### config.mk
export PLATFORM = sky130hd
export DESIGN_NAME = video_switch_serial_control
export DESIGN_NICKNAME = d
export VERILOG_FILES = /design/src/vsw_pkg.sv /design/src/video_switch_serial_control.sv /design/src/vsw_sync.sv
export SDC_FILE = /design/constraint.sdc
export NUM_CORES = 1
export LEC_CHECK = 0
export CELL_PAD_IN_SITES_DETAIL_PLACEMENT = 1
export CELL_PAD_IN_SITES_GLOBAL_PLACEMENT = 2
export CORE_MARGIN = 4
export CORE_UTILIZATION = 30
export CTS_CLUSTER_SIZE = 14
export DETAILED_ROUTE_END_ITERATION = 6
export DONT_BUFFER_PORTS = 1
export GPL_ROUTABILITY_DRIVEN = 0
export HOLD_SLACK_MARGIN = 0.06
export PLACE_DENSITY = 0.64
export SYNTH_ARGS = -nofsm -noshare
export SYNTH_HDL_FRONTEND = slang
export SYNTH_SLANG_ARGS = --single-unit
### constraint.sdc
create_clock -name CLK_SYS -period 3.17 [get_ports CLK_SYS]
set_input_delay 0.634 -clock CLK_SYS [delete_from_list [all_inputs] [get_ports CLK_SYS]]
set_output_delay 0.634 -clock CLK_SYS [all_outputs]
set_load 0.02 [all_outputs]
### src/vsw_pkg.sv
// Package: constants and types for the video switch serial control port.
// Assumes a 100 MHz system clock samples all serial pins.
// Notes on behaviour
// - Power-down low clears register, grounds outputs
// - First selector: zero off, else input N
// - Second selector: same mapping as first
// - Bus-select low 3-wire, high I2C
// - 3-wire frame: chip addr, write, addr, data
// - 3-wire acts only on chip address match
// - 3-wire samples data on clock rise
// - Latch on sixteenth clock rise
// - I2C runs at fast-mode rates
// - Slave address fixed pattern plus pins
// - Acknowledge every byte received in write
// - Address counter increments, wraps to zero
// - Current read returns next address byte
// - Data changes only while clock low
// - Serial port active only in serial mode
package vsw_pkg;
    localparam logic [4:0] I2C_ADDR_FIXED = 5'h04;
    localparam int FRAME_BITS = 16;
    localparam int SEL_HI_LSB = 4;
    localparam int SEL_LO_LSB = 0;
    localparam logic [7:0] SEL_RESET = 8'h00;
    localparam logic [7:0] SEL_MASK = 8'h77;
    localparam logic [4:0] REG_SELECT = 5'h00;
    localparam logic [4:0] REG_TOP = 5'h01;
    localparam int SCLK_MHZ = 100;
    localparam int CONTROL_CLOCK_MAX_KHZ = 5000;
    localparam int SCL_MAX_KHZ = 400;
    typedef struct packed
    {
        logic [2:0] second_output_select;
        logic [2:0] first_output_select;
    } selector_t;
    typedef enum logic [2:0] {I_IDLE, I_ADDR, I_ACK, I_RXB, I_TXB, I_TACK} i2c_state_t;
endpackage

### src/video_switch_serial_control.sv
// Video switch control port: 3-wire write port and I2C slave on one register.
// Assumes pins are asynchronous; power-down pin is sampled as reset.
`timescale 1ns/1ps
module video_switch_serial_control
(
    // Clock and reset
    input wire logic CLK_SYS,
    input wire logic RESET,
    // Mode pins
    input wire logic POWER_DOWN_N,
    input wire logic PARALLEL_MODE,
    input wire logic BUS_SELECT_I2C,
    input wire logic CHIP_ADDR_PIN_HI,
    input wire logic CHIP_ADDR_PIN_LO,
    // 3-wire port
    input wire logic CHIP_SELECT_N,
    input wire logic CONTROL_CLOCK,
    input wire logic CONTROL_DATA_IN,
    // I2C port
    input wire logic SCL_IN,
    input wire logic SDA_IN,
    output logic SDA_OUT,
    output logic SDA_OE,
    // Selector state
    output vsw_pkg::selector_t SELECT,
    output logic POWERED_DOWN
);
    logic [4:0] pins_s;
    logic pd_s, cad_hi, cad_lo;
    logic [2:0] misc_s;
    vsw_sync #(.W(5)) u_sync (.clk(CLK_SYS), .rst(RESET),
        .d({CHIP_SELECT_N, CONTROL_CLOCK, CONTROL_DATA_IN, SCL_IN, SDA_IN}), .q(pins_s));
    vsw_sync #(.W(3)) u_sync_m (.clk(CLK_SYS), .rst(RESET),
        .d({POWER_DOWN_N, CHIP_ADDR_PIN_HI, CHIP_ADDR_PIN_LO}), .q(misc_s));
    assign pd_s = misc_s[2];
    assign cad_hi = misc_s[1];
    assign cad_lo = misc_s[0];
    logic mode_i2c_s, par_s;
    logic [1:0] mode_meta;
    always_ff @(posedge CLK_SYS)
    begin
        mode_meta <= {BUS_SELECT_I2C, PARALLEL_MODE};
        {mode_i2c_s, par_s} <= mode_meta;
    end
    wire chip_select_n = pins_s[4];
    wire ccl = pins_s[3];
    wire cdi = pins_s[2];
    wire scl = pins_s[1];
    wire sda = pins_s[0];
    logic ccl_d, scl_d, sda_d;
    wire rst_all = RESET | ~pd_s;
    wire serial_on = ~par_s;
    wire use_three = serial_on & ~mode_i2c_s;
    wire use_i2c = serial_on & mode_i2c_s;
    wire ccl_rise = ccl & ~ccl_d;
    wire scl_rise = scl & ~scl_d;
    wire scl_fall = ~scl & scl_d;
    wire i2c_start = scl & scl_d & sda_d & ~sda;
    wire i2c_stop = scl & scl_d & ~sda_d & sda;
    always_ff @(posedge CLK_SYS)
    begin
        ccl_d <= ccl;
        scl_d <= scl;
        sda_d <= sda;
    end
    logic [7:0] sel_reg;
    // 3-wire receiver
    logic [14:0] tw_shift;
    logic [4:0] tw_cnt;
    wire [15:0] tw_frame = {tw_shift, cdi};
    wire tw_last = use_three & ~chip_select_n & ccl_rise & (tw_cnt == 5'(vsw_pkg::FRAME_BITS - 1));
    wire tw_match = tw_frame[15:14] == {cad_hi, cad_lo};
    wire tw_write = tw_last & tw_match & tw_frame[13] & (tw_frame[12:8] == vsw_pkg::REG_SELECT);
    always_ff @(posedge CLK_SYS)
    begin
        if (rst_all | chip_select_n)
        begin
            tw_cnt <= 5'h00;
            tw_shift <= 15'h0000;
        end
        else if (use_three & ccl_rise & (tw_cnt < 5'(vsw_pkg::FRAME_BITS)))
        begin
            tw_cnt <= tw_cnt + 5'h01;
            tw_shift <= {tw_shift[13:0], cdi};
        end
    end
    // I2C slave
    vsw_pkg::i2c_state_t st;
    logic [7:0] sh;
    logic [3:0] bc;
    logic rd, got_reg, addr_ctr;
    wire addr_hit = sh[7:1] == {vsw_pkg::I2C_ADDR_FIXED, cad_hi, cad_lo};
    wire [7:0] rd_data = addr_ctr ? 8'h00 : sel_reg;
    wire i2c_wr = use_i2c & (st == vsw_pkg::I_RXB) & scl_fall & (bc == 4'h8) & got_reg
        & ~addr_ctr;
    always_ff @(posedge CLK_SYS)
    begin
        if (rst_all | ~use_i2c)
        begin
            st <= vsw_pkg::I_IDLE;
            sh <= 8'h00;
            bc <= 4'h0;
            rd <= 1'b0;
            got_reg <= 1'b0;
            SDA_OE <= 1'b0;
            if (rst_all)
                addr_ctr <= 1'b0;
        end
        else if (i2c_stop)
        begin
            st <= vsw_pkg::I_IDLE;
            SDA_OE <= 1'b0;
        end
        else if (i2c_start)
        begin
            st <= vsw_pkg::I_ADDR;
            bc <= 4'h0;
            got_reg <= 1'b0;
            SDA_OE <= 1'b0;
        end
        else
        begin
            case (st)
                vsw_pkg::I_IDLE:
                    SDA_OE <= 1'b0;
                vsw_pkg::I_ADDR, vsw_pkg::I_RXB:
                begin
                    if (scl_rise)
                    begin
                        sh <= {sh[6:0], sda};
                        bc <= bc + 4'h1;
                    end
                    else if (scl_fall & (bc == 4'h8))
                    begin
                        bc <= 4'h0;
                        if (st == vsw_pkg::I_ADDR)
                        begin
                            rd <= sh[0];
                            SDA_OE <= addr_hit;
                            st <= addr_hit ? vsw_pkg::I_ACK : vsw_pkg::I_IDLE;
                        end
                        else
                        begin
                            SDA_OE <= 1'b1;
                            st <= vsw_pkg::I_ACK;
                            if (!got_reg)
                            begin
                                addr_ctr <= sh[0];
                                got_reg <= 1'b1;
                            end
                            else
                                addr_ctr <= ~addr_ctr;
                        end
                    end
                end
                vsw_pkg::I_ACK:
                    if (scl_fall)
                    begin
                        if (rd)
                        begin
                            st <= vsw_pkg::I_TXB;
                            sh <= {rd_data[6:0], 1'b0};
                            SDA_OE <= ~rd_data[7];
                            bc <= 4'h1;
                            addr_ctr <= ~addr_ctr;
                        end
                        else
                        begin
                            st <= vsw_pkg::I_RXB;
                            SDA_OE <= 1'b0;
                        end
                    end
                vsw_pkg::I_TXB:
                    if (scl_fall)
                    begin
                        if (bc == 4'h8)
                        begin
                            SDA_OE <= 1'b0;
                            st <= vsw_pkg::I_TACK;
                        end
                        else
                        begin
                            SDA_OE <= ~sh[7];
                            sh <= {sh[6:0], 1'b0};
                            bc <= bc + 4'h1;
                        end
                    end
                vsw_pkg::I_TACK:
                    if (scl_rise)
                        st <= sda ? vsw_pkg::I_IDLE : vsw_pkg::I_ACK;
                default:
                    st <= vsw_pkg::I_IDLE;
            endcase
        end
    end
    assign SDA_OUT = 1'b0;
    // Selector register
    always_ff @(posedge CLK_SYS)
    begin
        if (rst_all)
            sel_reg <= vsw_pkg::SEL_RESET;
        else if (tw_write & tw_match)
            sel_reg <= tw_frame[7:0] & vsw_pkg::SEL_MASK;
        else if (i2c_wr)
            sel_reg <= sh & vsw_pkg::SEL_MASK;
    end
    always_ff @(posedge CLK_SYS)
    begin
        if (rst_all)
        begin
            SELECT <= '0;
            POWERED_DOWN <= 1'b1;
        end
        else
        begin
            SELECT.second_output_select <= sel_reg[vsw_pkg::SEL_HI_LSB +: 3];
            SELECT.first_output_select <= sel_reg[vsw_pkg::SEL_LO_LSB +: 3];
            POWERED_DOWN <= 1'b0;
        end
    end
endmodule

### src/vsw_sync.sv
// Two-flop synchroniser for the serial pins.
// Assumes inputs are asynchronous to CLK_SYS.
`timescale 1ns/1ps
module vsw_sync #(parameter int W = 5)
(
    input wire logic clk,
    input wire logic rst,
    input wire logic [W-1:0] d,
    output logic [W-1:0] q
);
    logic [W-1:0] meta;
    always_ff @(posedge clk)
    begin
        if (rst)
        begin
            meta <= '1;
            q <= '1;
        end
        else
        begin
            meta <= d;
            q <= meta;
        end
    end
endmodule

# Word-level counts from Yosys, hierarchy flattened
# Index checks and enable logic that the tools add are counted.
totals:
  out_inout_bits: 9
  input_bits: 12
  mem_bits_ro: 0
  latch_bits: 0
  ram_bits: 0
  ff_bits: 75
  mem_count: 0
  wordCells: 184
classes:
  n_reduce_logical: 20
  eq_ne: 38
  magnitude_cmp: 1
  multipliers: 0
  div_mod_pow: 0
  n_mux: 54
  n_bitwise: 45
  n_shift: 0
  n_addsub: 2
ops:
  columns: ["op", "count"]
  rows:
  - ["8-bit 2-to-1 mux", 5]
  - ["3-bit inequality test (second input constant)", 13]
  - ["4-bit 2-to-1 mux", 7]
  - ["1-bit AND", 25]
  - ["1-bit 2-to-1 mux", 24]
  - ["2-bit inequality test (second input constant)", 12]
  - ["8-bit one-hot mux with 3 select lines", 1]
  - ["3-bit 2-to-1 mux", 7]
  - ["7-bit 2-to-1 mux", 3]
  - ["7-bit AND reduction", 3]
  - ["1-bit inverter", 16]
  - ["3-bit one-hot mux with 5 select lines", 1]
  - ["4-bit one-hot mux with 3 select lines", 1]
  - ["5-bit AND reduction", 2]
  - ["9-bit AND reduction", 1]
  - ["8-bit AND reduction", 1]
  - ["4-bit nonzero test", 2]
  - ["7-bit by 5-bit equality test with 1-bit output", 1]
  - ["3-bit by 2-bit equality test with 1-bit output (second input constant)", 2]
  - ["3-bit equality test (second input constant)", 2]
  - ["2-bit 2-to-1 mux", 3]
  - ["2-bit by 1-bit inequality test with 1-bit output (second input constant)", 3]
  - ["6-bit AND reduction", 1]
  - ["2-bit nonzero test", 3]
  - ["17 further kinds", 21]

# Logic depth before layout (Yosys ltp)
depth:
  ltp_word: 10
  mapped_depth: 8
  depth_no_buf: 7

# Modules after synthesis
# A second synthesis with hierarchy kept.
hier_totals:
  cells_unflattened: 363
  area_unflattened_um2: 3218.1
by_module_without_submodules:
  columns: ["mod", "instances", "cells_per_inst", "area_each_um2", "seq_area_each_um2"]
  rows:
  - ["video_switch_serial_control", 1, 331, 2797.7, 1191.1]
  - ["vsw_sync (u_sync)", 1, 20, 262.8, 200.2]
  - ["vsw_sync (u_sync_m)", 1, 12, 157.7, 120.1]

# Worst setup path before layout
# No wires, ideal clock.
synth_path:
  path_kind: "register -> register"
  startpoint: "reg par_s"
  endpoint: "reg sel_reg[4]"
  period_less_slack_ns: 1.803
  setup_ns: 0.119
  path_stages_with_launch: 6
  required_ns: 3.051
  path_buffers: 1
  t_arrival_ns: 1.683
  setup_slack_ns: 1.367
  path_cell_list: "dfxtp_1 or4b_4 or4_4 buf_6 o21ai_1 a21oi_1"
synth_between:
  elab_chain_cells: 10
  word_cells_on_any_way: 17
  classes_between: "mux: 1; bitwise: 15; reduce/logical: 1"
synth_lines:
  columns: ["item", "line", "rtl"]
  rows:
  - ["start, declared", "video_switch_serial_control.sv:38", "logic mode_i2c_s, par_s;"]
  - ["start signal, assigned", "video_switch_serial_control.sv:43", "{mode_i2c_s, par_s} <= mode_meta;"]
  - ["1-bit inverter *", "video_switch_serial_control.sv:52", "wire serial_on = ~par_s;"]
  - ["1-bit AND", "video_switch_serial_control.sv:53", "wire use_three = serial_on & ~mode_i2c_s;"]
  - ["1-bit AND (3 in series)", "video_switch_serial_control.sv:71", "wire tw_last = use_three & ~chip_select_n & ccl_rise & (tw_cnt == 5'(vsw_pkg::FRAME_BITS - 1));"]
  - ["1-bit AND (3 in series)", "video_switch_serial_control.sv:73", "wire tw_write = tw_last & tw_match & tw_frame[13] & (tw_frame[12:8] == vsw_pkg::REG_SELECT);"]
  - ["1-bit AND", "video_switch_serial_control.sv:202", "else if (tw_write & tw_match)"]
  - ["7-bit 2-to-1 mux / 2-bit nonzero test (equally long branches)", null, null]
  - ["end signal, assigned", "video_switch_serial_control.sv:201", "sel_reg <= vsw_pkg::SEL_RESET;"]
  - ["end signal, assigned", "video_switch_serial_control.sv:203", "sel_reg <= tw_frame[7:0] & vsw_pkg::SEL_MASK;"]
  - ["end signal, assigned", "video_switch_serial_control.sv:205", "sel_reg <= sh & vsw_pkg::SEL_MASK;"]
  - ["end, declared", "video_switch_serial_control.sv:66", "logic [7:0] sel_reg;"]
# Mark *: on every way between the ends. The rest lies on a longest branch, timed or not.
# A chain may end at the register's enable or synchronous reset.

# Final worst setup path
layout_path:
  startpoint: "reg st[2]"
  endpoint: "reg sh[0]"
layout_between:
  elab_chain_cells: 4
  word_cells_on_any_way: 13
  classes_between: "eq/ne: 9; mux: 1; reduce/logical: 3"
layout_lines:
  columns: ["item", "line", "rtl"]
  rows:
  - ["start, declared", "video_switch_serial_control.sv:88", "vsw_pkg::i2c_state_t st;"]
  - ["start signal, assigned", "video_switch_serial_control.sv:100", "st <= vsw_pkg::I_IDLE;"]
  - ["start signal, assigned", "video_switch_serial_control.sv:111", "st <= vsw_pkg::I_IDLE;"]
  - ["start signal, assigned", "video_switch_serial_control.sv:116", "st <= vsw_pkg::I_ADDR;"]
  - ["3-bit by 2-bit equality test with 1-bit output / 3-bit by 1-bit equality test with 1-bit output (equally long branches)", "video_switch_serial_control.sv:123", "case (st)"]
  - ["2-bit OR reduction", "video_switch_serial_control.sv:123", null]
  - ["2-bit inequality test (no line) / 3-bit nonzero test (equally long branches)", null, null]
  - ["8-bit AND reduction (no line)", null, null]
  - ["end signal, assigned", "video_switch_serial_control.sv:130", "sh <= {sh[6:0], sda};"]
  - ["end signal, assigned", "video_switch_serial_control.sv:162", "sh <= {rd_data[6:0], 1'b0};"]
  - ["end signal, assigned", "video_switch_serial_control.sv:184", "sh <= {sh[6:0], 1'b0};"]
  - ["end, declared", "video_switch_serial_control.sv:89", "logic [7:0] sh;"]
# Several ways; a longest one is shown, not always the timed one.

==> results by group <==
Place
  – Post-detail-place hpwl: around 5100 µm
  – Port Buffer Count: 0
  – Placed cell area: 3246 µm²

Detailed routing
  – WL/cell: 14.78 µm
  – DRT iter0 DRCs: 86
  – Vias: roughly 2.4k
  – DR pass1 iterations: 4
  – DR DRC count: 0
  – Routed Antenna Nets: 0
  – Number of vias per cell: 4.924
  – Post-Route WL: 7211 µm

Timing
  – Worst-Margin Slew: 0.7688 ns
  – RSZ-0062 raised after global routing: false
  – Final setup viols: 0
  – Slew Limit Fails: 0
  – Setup TNS: 0 ns
  – Clock skew: between 0.005 and 0.006 ns
  – Tmin final: 2.295 ns
  – Tcrit/Tclk final: approximately 72%
  – Worst rel slew slack: about half
  – Final Hold Fails: 0
  – Max Clock Freq: 435.7 MHz

Synth
  – Synth Instances: 351
  – Flops & latches, synth: 75
  – Top FF cell, synth: dfxtp_1
  – Syn nets: 367
  – Synth warnings: 0
  – Post-synth EDFFs: 1
  – FFs w/ async S/R, synth: 0%
  – Syn_area_per_cell: 8.915 µm²
  – Sequential-to-total area share from yosys stat: 48.30%
  – Cell variety after synth: 54
  – Post-Syn Area: 3129 µm²

Worst setup path
  – Slowest CP cell: a31oi_2
  – Worst EP arrival: about 2.6 ns
  – Critical path cell sequence: nor3b_2, a2bb2oi_1, a31oi_2, nand4_1, a21oi_1
  – Worst reg2reg endpoint: sh[0]
  – Startpoint types: flip-flop
  – R2R setup slack: 0.87 ns
  – Crit path capture type: flip-flop
  – CP required: 3.44 ns
  – R2R Path Start: st[2]
  – Crit Path Max Fanout: 16
  – Cell depth of the worst flop-to-flop path: 5
  – Crit Path Category: reg -> reg
  – CP peak stage delay: 0.64 ns

Outcome
  – Status: complete, no violations

Clock tree
  – Cts bufs inserted: 9
  – CTS clk-pin slew, worst paths: 0.08 ns
  – H-tree depth: 3
  – CTS Sinks: 75
  – PostCTS Resize Cnt: 0
  – CTS Buffer Depth: 2
  – Setup bufs post-CTS: 0
  – CTS root buf: clkbuf_8
  – Clock Latency Late Sink: ~0.35 ns
  – Hold-fix buffers at CTS: 0
  – CTS tree: done

Final layout
  – Max reg flops: 15
  – Final #Nets: 363
  – Largest register by flop count: tw_shift
  – Area growth from synthesis to layout: 9.716%
  – N_diodes: 0
  – Regs by FF count: tw_shift: 15 flops, sh: 8 flops
  – Final Cell Area: 3433 µm²
  – Leading cell type in the layout, fill and taps excluded: dfxtp_1
  – Most frequent cells in the layout: dfxtp_1 (74), nand2_1 (55), a21oi_1 (36)
  – Layout cells sized above 1: 13.07%

Global route
  – Total GRT Usage: 13.16%
  – Number of global-route vias before repair: around 2.4k
  – First-pass GRT wire length: 12,410 µm
  – Initial antenna violation count: 0
  – Largest net degree at the start of global routing: 21
  – GR Overflow Total: 0

Floorplan
  – Die Y: between 100 and 150 µm
  – Top Ports: 21
  – Core Area: 10,230 µm²
  – Die X: 110.1 µm
  – Starting Density: a little under a third
  – Die area: 12,130 µm²
  – Rows: 37

Power and ir drop
  – Leak: 1.168 nW
  – PwrDens: 499.4 nW/µm²
  – Max IR drop VDD: around 0.00023 V

Hold path
  – WHS Path Cells: 0
  – Worst hold endpoint: mode_meta[1]
  – Hold_sp: BUS_SELECT_I2C
  – Worst hold path class: in -> reg

Run
  – Maxcap violations: 0
metal layers:
layer	wire (µm)	global-route usage (%)	share of wire [%]	vias to the layer above
li1	-	-	-	1194
met1	3663	17.75	51	1177
met2	3265	19.97	45	23
met3	193	3.262	2.7	9
met4	88	5.629	1.2	0
met5	0	0	0	-
cells in the mapped netlist (all sizes together), types with 2 or more instances:
cell    count  area [µm²]
dfxtp      74        1481
nand2      55       206.5
a21oi      36       180.2
nor2       25       96.35
or2        16       100.1
o21ai      14       77.58
clkbuf     12       45.04
mux2i      11       110.1
nor3b       9       77.57
buf         8       46.30
nand2b      8       50.05
a211oi      7       52.55
and2        6       37.54
xor2        6       52.55
xnor2       5       43.79
ha          4       50.05
inv         4       15.01
nand3       4       20.02
nand4       4       25.02
nor2b       4       25.02
nor3        4       20.02
nand3b      3       22.52
nor4        3       18.77
and3        2       12.51
and4b       2       20.02
nand4b      2       17.52
nor4bb      2       20.02
o211ai      2       15.01
worst max-delay path by stage:
stage                     slack, ns  cells past startpoint          to  startpoint
after global routing           0.66                      5       sh[3]       st[2]
after global placement         0.93                      5       sh[0]       st[2]
after CTS                      0.90                      5       sh[0]       st[2]
after floorplan                1.37                      5  sel_reg[4]       par_s
after detailed placement       0.94                      5       sh[1]       st[2]
final                          0.87                      5       sh[0]       st[2]
layout make-up:
type,count,area (µm²)
fillers,1201,6798
clock buffers,11,151.4
well taps,136,170.2
repair buffers,5,37.54
inverters,4,15.01
multi-input cells,252,1511
flip-flops and latches,75,1511
clock inverters,5,36.28
worst max-delay path: cells and delay by family, from the launching register on:
family | cells | cell delay [ns]
compound gates | 3 | 1.00
flops | 1 | 0.59
simple gates | 2 | 0.62
stage by stage:
| stage | cells | utilization (%) | hold WS, ns | power (mW) | setup WS (ns) |
|---|---|---|---|---|---|
| floorplan | 351 | - | 0.3096 | 1.027 | 1.367 |
| global placement | 472 | 31.72 | 0.3265 | 1.042 | 0.9289 |
| global route | 488 | 33.56 | 0.2755 | 1.809 | 0.6627 |
| CTS | 488 | 33.56 | 0.2838 | 1.755 | 0.8997 |
| finish | 488 | 33.56 | 0.3121 | 1.714 | 0.8747 |
| detailed placement | 472 | 31.72 | 0.3257 | 1.041 | 0.9386 |
power breakdown:
part / internal, mW / total [mW] / leakage [nW] / switching (mW)
combinational: 0.0195 / 0.0483 / 0.459 / 0.0288
sequential: 0.959 / 0.970 / 0.613 / 0.0111
clock: 0.329 / 0.696 / 0.0958 / 0.368
cells by family after synthesis:
| family | count (synthesis) | share of synthesized area, % |
|---|---|---|
| AO/OA/AOI/OAI | 69 | 13.28 |
| buffers and inverters | 24 | 3.399 |
| AND/OR/NAND/NOR | 155 | 26.39 |
| multiplexers | 11 | 3.519 |
| adder cells (fa/ha/maj) | 5 | 1.919 |
| other | 1 | 0.1198 |
| flip-flops | 75 | 48.30 |
| XOR/XNOR | 11 | 3.079 |
Note: power is estimated with default switching activity, not from simulation.
